$ cat src/verilog/ehm_pkg.sv
// Purpose: shared types and constants for the error-rate health monitor
// Assumes: 100 MHz ref_clk
// Notes: timing counts derive from printed times and the clock rate
package ehm_pkg;
   localparam int unsigned CLK_HZ = 100000000;
   localparam int unsigned MEAS_PERIOD_S = 7200; // two hours
   localparam longint unsigned MEAS_PERIOD_CYC = longint'(MEAS_PERIOD_S) * longint'(CLK_HZ);
   localparam int unsigned ONLINE_DELAY_MS = 60;
   localparam int unsigned FULL_DELAY_MS = 370;
   localparam int unsigned ONLINE_DELAY_CYC = ONLINE_DELAY_MS * (CLK_HZ / 1000);
   localparam int unsigned FULL_DELAY_CYC = FULL_DELAY_MS * (CLK_HZ / 1000);
   localparam int TIMER_W = 40;
   localparam int CNT_W = 16;
   localparam int HIST_W = 8;
   localparam logic [7:0] TIMER_LOG_PAGE = 8'h3e;
   localparam logic [3:0] SENSE_KEY_RECOVERED = 4'h1;
   localparam logic [7:0] SENSE_ASC_PREDICT = 8'h5d;
   localparam logic [7:0] SENSE_ASCQ_PREDICT = 8'h00;

   // mode bits as held in the control page
   typedef struct packed {
      logic monitor_disable;
      logic online_only_select;
   } ehm_mode_type;

   // one operation report from the read/write path
   typedef struct packed {
      logic valid;
      logic [1:0] attr;
      logic error;
   } ehm_op_type;

   // failure-prediction sense data
   typedef struct packed {
      logic valid;
      logic [3:0] key;
      logic [7:0] asc;
      logic [7:0] ascq;
   } ehm_sense_type;

   typedef enum logic [1:0] {
      EHM_IDLE,
      EHM_MEASURE
   } ehm_state_type;
endpackage : ehm_pkg

$ cat src/verilog/ehm_monitor.sv
// Purpose: error-rate health monitor with timed off-line measure and save
// Assumes: operation reports and commands arrive on ref_clk; bus_idle is a pin
// Notes: the pending code lives in an external non-volatile store
// Behaviour
// - monitor-disable suspends all monitoring and reporting
// - collect statistics on each read or write
// - online-only never starts off-line measurement
// - rezero command forces immediate measurement
// - forced measurement reloads two-hour timer
// - log page read returns time remaining
// - measure and save every two hours when idle
// - measurement uninterruptible, bounded 60 or 370 ms
// - predictive failure reports sense code
// - pending code survives resets and power cycles
// - interval counter counts operations per attribute
// - failure counter counts errors in interval
// - threshold exceeded early means unacceptable interval
// - interval complete under threshold means acceptable
// - both counters cleared after classification
// - history counter up bad, down good, floor zero
// - history at threshold signals predictive failure
module ehm_monitor #(
   parameter int N_ATTR = 4,
   parameter longint unsigned MEAS_PERIOD = ehm_pkg::MEAS_PERIOD_CYC,
   parameter int unsigned ONLINE_DELAY = ehm_pkg::ONLINE_DELAY_CYC,
   parameter int unsigned FULL_DELAY = ehm_pkg::FULL_DELAY_CYC
) (
   input wire logic ref_clk,
   input wire logic rst_n,
   input wire ehm_pkg::ehm_mode_type mode,
   input wire ehm_pkg::ehm_op_type op,
   input wire logic bus_idle,
   input wire logic rezero_cmd,
   input wire logic log_read,
   input wire logic [7:0] log_page,
   input wire logic [ehm_pkg::CNT_W-1:0] interval_len,
   input wire logic [ehm_pkg::CNT_W-1:0] err_thresh,
   input wire logic [ehm_pkg::HIST_W-1:0] hist_thresh,
   input wire logic nv_pending,
   input wire logic sense_ack,
   output logic log_valid,
   output logic [ehm_pkg::TIMER_W-1:0] log_data,
   output logic meas_busy,
   output ehm_pkg::ehm_sense_type sense,
   output logic nv_write,
   output logic nv_value
);
   import ehm_pkg::*;

   localparam logic [TIMER_W-1:0] PERIOD = TIMER_W'(MEAS_PERIOD);
   localparam logic [TIMER_W-1:0] ONLINE_LEN = TIMER_W'(ONLINE_DELAY);
   localparam logic [TIMER_W-1:0] FULL_LEN = TIMER_W'(FULL_DELAY);

   logic idle_s1_q, idle_s2_q, nvp_s1_q, nvp_s2_q;
   logic [N_ATTR-1:0] attr_predict;
   logic any_predict;
   ehm_state_type state_q, state_d;
   logic [TIMER_W-1:0] timer_q, timer_d;
   logic [TIMER_W-1:0] work_q, work_d;
   logic pend_q, pend_d;
   logic meas_busy_d;
   logic log_valid_d;
   logic [TIMER_W-1:0] log_data_d;
   ehm_sense_type sense_d;
   logic nv_write_d, nv_value_d;
   logic reported_q, reported_d;
   logic loaded_q, loaded_d;
   logic boot_s1_q, boot_s2_q;

   // pin synchronisers for bus idle and stored pending code
   always_ff @(posedge ref_clk) begin
      if (!rst_n) begin
         idle_s1_q <= 1'b0;
         idle_s2_q <= 1'b0;
         nvp_s1_q <= 1'b0;
         nvp_s2_q <= 1'b0;
         boot_s1_q <= 1'b0;
         boot_s2_q <= 1'b0;
      end else begin
         idle_s1_q <= bus_idle;
         idle_s2_q <= idle_s1_q;
         nvp_s1_q <= nv_pending;
         nvp_s2_q <= nvp_s1_q;
         // marks when the stored code has crossed the synchroniser
         boot_s1_q <= 1'b1;
         boot_s2_q <= boot_s1_q;
      end
   end

   // per-attribute rate counting
   genvar g;
   generate
      for (g = 0; g < N_ATTR; g++) begin : g_attr
         ehm_attr #(.CNT_W(CNT_W), .HIST_W(HIST_W)) u_attr (
            .ref_clk(ref_clk),
            .rst_n(rst_n),
            .enable(!mode.monitor_disable),
            .op_valid(op.valid && (op.attr == 2'(g))),
            .op_error(op.error),
            .interval_len(interval_len),
            .err_thresh(err_thresh),
            .hist_thresh(hist_thresh),
            .predict(attr_predict[g])
         );
      end
   endgenerate

   assign any_predict = |attr_predict;

   // measurement scheduler and timer
   always_comb begin
      state_d = state_q;
      timer_d = timer_q;
      work_d = work_q;
      pend_d = pend_q;
      meas_busy_d = 1'b0;
      unique case (state_q)
         EHM_IDLE: begin
            if (timer_q != '0) begin
               timer_d = timer_q - TIMER_W'(1);
            end else begin
               pend_d = 1'b1;
            end
            if (rezero_cmd) begin
               pend_d = 1'b1;
               timer_d = PERIOD;
            end
            if (mode.monitor_disable) begin
               pend_d = 1'b0;
            end else if ((pend_q || rezero_cmd) && (idle_s2_q || rezero_cmd)) begin
               state_d = EHM_MEASURE;
               pend_d = 1'b0;
               meas_busy_d = 1'b1;
               if (!rezero_cmd) begin
                  timer_d = PERIOD;
               end
               // online-only does only the short save, no off-line pass
               work_d = mode.online_only_select ? ONLINE_LEN - TIMER_W'(1) : FULL_LEN - TIMER_W'(1);
            end
         end
         EHM_MEASURE: begin
            meas_busy_d = 1'b1;
            if (timer_q != '0) begin
               timer_d = timer_q - TIMER_W'(1);
            end
            if (rezero_cmd) begin
               timer_d = PERIOD;
            end
            if (work_q == '0) begin
               state_d = EHM_IDLE;
               meas_busy_d = 1'b0;
            end else begin
               work_d = work_q - TIMER_W'(1);
            end
         end
      endcase
   end

   always_ff @(posedge ref_clk) begin
      if (!rst_n) begin
         state_q <= EHM_IDLE;
         timer_q <= PERIOD;
         work_q <= '0;
         pend_q <= 1'b0;
         meas_busy <= 1'b0;
      end else begin
         state_q <= state_d;
         timer_q <= timer_d;
         work_q <= work_d;
         pend_q <= pend_d;
         meas_busy <= meas_busy_d;
      end
   end

   // log page answer and failure reporting
   always_comb begin
      log_valid_d = 1'b0;
      log_data_d = '0;
      sense_d = sense;
      nv_write_d = 1'b0;
      nv_value_d = nv_value;
      reported_d = reported_q;
      loaded_d = boot_s2_q;
      if (log_read && log_page == TIMER_LOG_PAGE) begin
         log_valid_d = 1'b1;
         log_data_d = timer_q;
      end
      if (!loaded_q && boot_s2_q && nvp_s2_q) begin
         reported_d = 1'b1;
      end
      if (any_predict && !reported_q && !mode.monitor_disable) begin
         reported_d = 1'b1;
         nv_write_d = 1'b1;
         nv_value_d = 1'b1;
      end
      if (sense_ack) begin
         sense_d.valid = 1'b0;
      end
      if (reported_q && !mode.monitor_disable && !sense.valid && !sense_ack) begin
         sense_d.valid = 1'b1;
         sense_d.key = SENSE_KEY_RECOVERED;
         sense_d.asc = SENSE_ASC_PREDICT;
         sense_d.ascq = SENSE_ASCQ_PREDICT;
      end
      if (mode.monitor_disable) begin
         sense_d.valid = 1'b0;
      end
   end

   always_ff @(posedge ref_clk) begin
      if (!rst_n) begin
         log_valid <= 1'b0;
         log_data <= '0;
         sense <= '0;
         nv_write <= 1'b0;
         nv_value <= 1'b0;
         reported_q <= 1'b0;
         loaded_q <= 1'b0;
      end else begin
         log_valid <= log_valid_d;
         log_data <= log_data_d;
         sense <= sense_d;
         nv_write <= nv_write_d;
         nv_value <= nv_value_d;
         reported_q <= reported_d;
         loaded_q <= loaded_d;
      end
   end
endmodule : ehm_monitor

$ cat src/verilog/ehm_attr.sv
// Purpose: interval, failure and history counting for one attribute
// Assumes: op strobes come from logic on ref_clk
// Notes: predict stays high while history sits at the threshold or above
module ehm_attr #(
   parameter int CNT_W = 16,
   parameter int HIST_W = 8
) (
   input wire logic ref_clk,
   input wire logic rst_n,
   input wire logic enable,
   input wire logic op_valid,
   input wire logic op_error,
   input wire logic [CNT_W-1:0] interval_len,
   input wire logic [CNT_W-1:0] err_thresh,
   input wire logic [HIST_W-1:0] hist_thresh,
   output logic predict
);
   import ehm_pkg::*;

   logic [CNT_W-1:0] intv_q, intv_d;
   logic [CNT_W-1:0] fail_q, fail_d;
   logic [HIST_W-1:0] hist_q, hist_d;
   logic [CNT_W-1:0] fail_inc;
   logic [CNT_W-1:0] intv_inc;

   // counting and interval classification
   always_comb begin
      intv_d = intv_q;
      fail_d = fail_q;
      hist_d = hist_q;
      fail_inc = fail_q + CNT_W'(op_error);
      intv_inc = intv_q + CNT_W'(1);
      if (enable && op_valid) begin
         if (fail_inc > err_thresh) begin
            // too many errors before the interval ended
            intv_d = '0;
            fail_d = '0;
            if (hist_q != '1) begin
               hist_d = hist_q + HIST_W'(1);
            end
         end else if (intv_inc >= interval_len) begin
            intv_d = '0;
            fail_d = '0;
            if (hist_q != '0) begin
               hist_d = hist_q - HIST_W'(1);
            end
         end else begin
            intv_d = intv_inc;
            fail_d = fail_inc;
         end
      end
   end

   always_ff @(posedge ref_clk) begin
      if (!rst_n) begin
         intv_q <= '0;
         fail_q <= '0;
         hist_q <= '0;
      end else begin
         intv_q <= intv_d;
         fail_q <= fail_d;
         hist_q <= hist_d;
      end
   end

   assign predict = (hist_q >= hist_thresh);
endmodule : ehm_attr

$ cat config.mk
export PLATFORM = sky130hd
export DESIGN_NAME = ehm_monitor
export DESIGN_NICKNAME = d
export VERILOG_FILES = /design/src/verilog/ehm_pkg.sv /design/src/verilog/ehm_monitor.sv /design/src/verilog/ehm_attr.sv
export SDC_FILE = /design/constraint.sdc
export NUM_CORES = 1
export LEC_CHECK = 0
export ABC_AREA = 1
export BUFFER_PORTS_ARGS = -buffer_cell sky130_fd_sc_hd__buf_2
export CORE_MARGIN = 2
export CORE_UTILIZATION = 40
export DETAILED_ROUTE_END_ITERATION = 8
export GPL_ROUTABILITY_DRIVEN = 1
export GPL_TIMING_DRIVEN = 0
export HOLD_SLACK_MARGIN = 0.06
export PLACE_DENSITY_LB_ADDON = 0.08
export SYNTH_ARGS = -nofsm -noshare
export SYNTH_HDL_FRONTEND = slang
export SYNTH_SLANG_ARGS = --single-unit
$ cat constraint.sdc
create_clock -name ref_clk -period 4.1 [get_ports ref_clk]
set_input_delay 0 -clock ref_clk [delete_from_list [all_inputs] [get_ports ref_clk]]
set_output_delay 0 -clock ref_clk [all_outputs]
set_load 0.03 [all_outputs]
==> key figures <==
Run status
  – Status: finished clean

Logic synthesis
  – Synth cell types: 59
  – Mean post-synth cell area: 6.943 um^2
  – Syn Std Cell Area: 19,740 um^2
  – Sequential share of the synthesized area: 30.02%
  – EDFF count, synth: 0
  – Top post-synthesis cells by area: dfxtp_1 30%, nand2_1 14%, ha_1 13%, a21oi_1 7.2%, inv_1 6.8%
  – Post-Syn Instances: 2,843
  – Async SR Flop Fraction: 0%
  – Cell taking the most area after synthesis: dfxtp_1
  – #FFs+latches synth: 296
  – Top_reg_cell synth: dfxtp_1
  – Post-synth top area share: 30.02%
  – Yosys synthesis warning count: 0

Layout
  – Final core occ: 48.36%
  – Layout cells sized above 1: 14.49%
  – Final instance area: 23,620 um^2
  – Area delta synth->final: 19.67%
  – # diodes: 0
  – Commonest non-fill, non-tap cell in the layout: nand2_1
  – Commonest cells after routing, fill and taps aside: 697 x nand2_1, 357 x inv_1, 292 x dfxtp_1, 276 x nor2_1, 268 x a21oi_1
  – NumNets Final: 3,318

Floorplan
  – Die Ht: 226.1 um
  – Initial Utilization: 40.41%
  – Core ar.: 48,850 um^2
  – Die area: 51,140 um^2
  – FP Rows: 81
  – I/O Pins: 126
  – Die extent in x: 226.1 um

Power
  – Combinational share of power: 12.0%
  – Flop pwr share: 41.3%
  – Sw Pwr: 2021 uW
  – Net Sw Frac: 28.12%
  – Pwr/cell area: 304.2 nW/um^2
  – Worst VDD drop: 0.0002554 V
  – P_leak: 0.01107 uW
  – Clock Power Share: 46.7%
  – Total power: 7186 uW
  – Internal power: 5165 uW

Clock network
  – Clk Latency, worst-skew pair: 0.57 ns
  – Clock net sink count: 296
  – Clk buf depth: 3
  – Root Buffer: clkbuf_16
  – H-tree lvl count: 2
  – Worst-path clk slew: 0.06 ns
  – Total CTS buffers: 38
  – CTS tree: built

Placed design
  – HPWL after DPL: 45,050 um
  – I/O Buffers: 111
  – Cell Area, Placed: 21,170 um^2
  – Gpl congestion: 0.9228

Global route
  – Initial antenna violation count: 0
  – GRT Total Usage: 22.91%
  – Largest net degree at the start of global routing: 12
  – Vias in the first global route: 17,590
  – Total gr overflow: 0
  – First-pass GRT wire length: 92,650 um

Setup path
  – WS Path Type: register to register
  – Reg2reg setup slack: 0.13 ns
  – WP data required: 4.59 ns
  – Setup crit start kind: register
  – Reg2Reg Depth: 24
  – Critical Path Fanout Max: 5
  – Destination of the critical timing path: g_attr[0].u_attr.hist_q[6]
  – Crit. End Element: register
  – Reg2Reg Launch Point: g_attr[0].u_attr.fail_q[0]
  – CP arrival: 4.46 ns
  – Critical path startpoint: g_attr[0].u_attr.fail_q[0]
  – Reg2reg end: g_attr[0].u_attr.hist_q[6]

Detailed routing
  – Via Count: 18,820
  – Drt pass-1 iters: 6
  – WL/cell: 15.83 um
  – Post-DRT Antenna Nets: 0
  – # DRC: 0
  – Total wire length: 59,230 um
  – First DRT Iteration DRCs: 1,059
  – Vias per inst: 5.030

STA
  – RSZ-0062 raised after global routing: yes
  – Min cycle time layout: 3.971 ns
  – Final hold vios: 0
  – WHS: 0.1287 ns
  – Finish-stage setup viols: 0
  – Slew margin rel.: 18.64%
  – Worst Tran Pin Value: 1.220 ns
  – Max Slew Vio Count: 0
  – Clk_skew: 0.01907 ns
  – Fmax: 251.8 MHz
  – Tcrit/Tclk final: 96.85%

Run
  – Max-cap violations: 0

Hold path
  – Hold Path Class: input pin to register
==> Yosys cell counts, types with 4 or more instances <==
master / count
nor3_4: 6
nor3_1: 39
nand3_1: 114
a21oi_1: 282
nand3b_1: 11
nand2_1: 718
o21ai_0: 69
nor2_2: 24
xor2_1: 101
nor4_1: 21
dfxtp_1: 296
nor3_2: 13
a31oi_1: 19
xnor2_1: 47
buf_6: 11
fa_1: 4
clkbuf_1: 39
nand4_1: 62
ha_1: 199
nor2_4: 5
buf_2: 7
nand2_2: 10
nand3_2: 6
inv_2: 21
inv_1: 359
buf_4: 22
a21o_1: 5
nor2_1: 285
==> power by group through the flow <==
| stage | Clock (uW) | Sequential [uW] | Combinational (uW) |
|---|---|---|---|
| floorplan | 0 | 3020 | 574 |
| global placement | 0 | 3030 | 827 |
| detailed placement | 0 | 3030 | 836 |
| CTS | 3440 | 2960 | 851 |
| global route | 3560 | 2970 | 963 |
| finish | 3360 | 2970 | 863 |
==> kinds of logic (layout without fill, tap and decap cells) <==
kind of cell,count (synthesis),in the layout,share of synthesized area [%]
other,1,14,0.01900
AOI/OAI and AO/OA,397,397,10.60
buffers and inverters,462,682,9.667
DFF,296,296,30.02
and+or+nand+nor,1332,1334,29.78
adders and majority gates,203,203,13.02
xor gates and xnor gates,152,152,6.897
==> critical path, stage by stage, from the launching register on <==
cell	delay (ns)
dfxtp_2	0.34
ha_4	0.15
ha_4	0.14
nand3_4	0.09
nor2_4	0.15
nand2_4	0.09
nor2_4	0.14
nand2_2	0.07
nor2_4	0.14
nand2_2	0.08
xnor2_2	0.14
ha_1	0.31
nand4_1	0.17
nor2_4	0.24
nand3_4	0.19
nand2_8	0.15
clkinvlp_4	0.10
fa_2	0.39
o21ai_2	0.20
a21oi_2	0.07
nor2_1	0.11
nor2_1	0.06
xnor2_1	0.14
nand2_1	0.08
a21oi_2	0.15
==> metrics by stage <==
step / setup TNS, ns / cells / setup slack (ns)
2_1_floorplan: 0 / 2856 / 0.4374
3_3_place_gp: -8.548 / 3631 / -0.7630
3_5_place_dp: -8.586 / 3631 / -0.7850
4_1_cts: 0 / 3717 / 0.0005675
5_1_grt: -0.4787 / 3742 / -0.09357
6_report: 0 / 3742 / 0.1290
==> cell type report <==
cell class / instances / area [um^2]
Tap cell: 664 / 830.8
Inverter: 381 / 1434
Timing Repair Buffer: 156 / 950.9
Sequential cell: 296 / 5931
Fill cell: 5041 / 25230
Clock buffer: 56 / 1100
Multi-Input combinational cell: 2100 / 12790
Clock inverter: 8 / 111.4
Buffer: 81 / 478.0
==> routing by layer <==
layer | part of all wire (%) | vias up | GRT usage [%]
met2 | 44 | 440 | 36.49
met1 | 48 | 8731 | 32.33
met3 | 5.5 | 71 | 3.630
li1 | - | 9582 | -
met5 | 0 | - | 0
met4 | 1.9 | 0 | 5.454
==> worst min path at each step <==
stage	start	end	slack [ns]	cells past startpoint
detailed placement	log_page[7]	log_valid	0.18	2
global placement	log_page[7]	log_valid	0.18	2
CTS	op[3]	g_attr[3].u_attr.intv_q[0]	0.11	5
finish	op[3]	g_attr[3].u_attr.intv_q[0]	0.13	5
floorplan	rst_n	boot_s1_q	0.03	0
global route	nv_pending	nvp_s1_q	0.14	4
==> flip-flops by register name, indices dropped and copies added (netlist names) <==
signal,flops
loaded_q,1
nv_value,1
sense,2
g_attr.u_attr.hist_q,32
boot_s2_q,1
meas_busy,1
log_valid,1
log_data,40
nvp_s1_q,1
g_attr.u_attr.intv_q,64
idle_s2_q,1
state_q,1
g_attr.u_attr.fail_q,64
nvp_s2_q,1
boot_s1_q,1
pend_q,1
nv_write,1
reported_q,1
timer_q,40
work_q,40
idle_s1_q,1
==> repair_timing <==
item | in CTS | in global routing
setup endpoints to repair | 62 | 20
setup buffers | 7 | 23
hold buffers | 15 | 0
resized for setup | 53 | 114
endpoints found under the hold margin | 77 | 0
gates cloned | 0 | 2
pin swaps | 12 | 53
No activity file was read; power rests on OpenSTA's default activity.
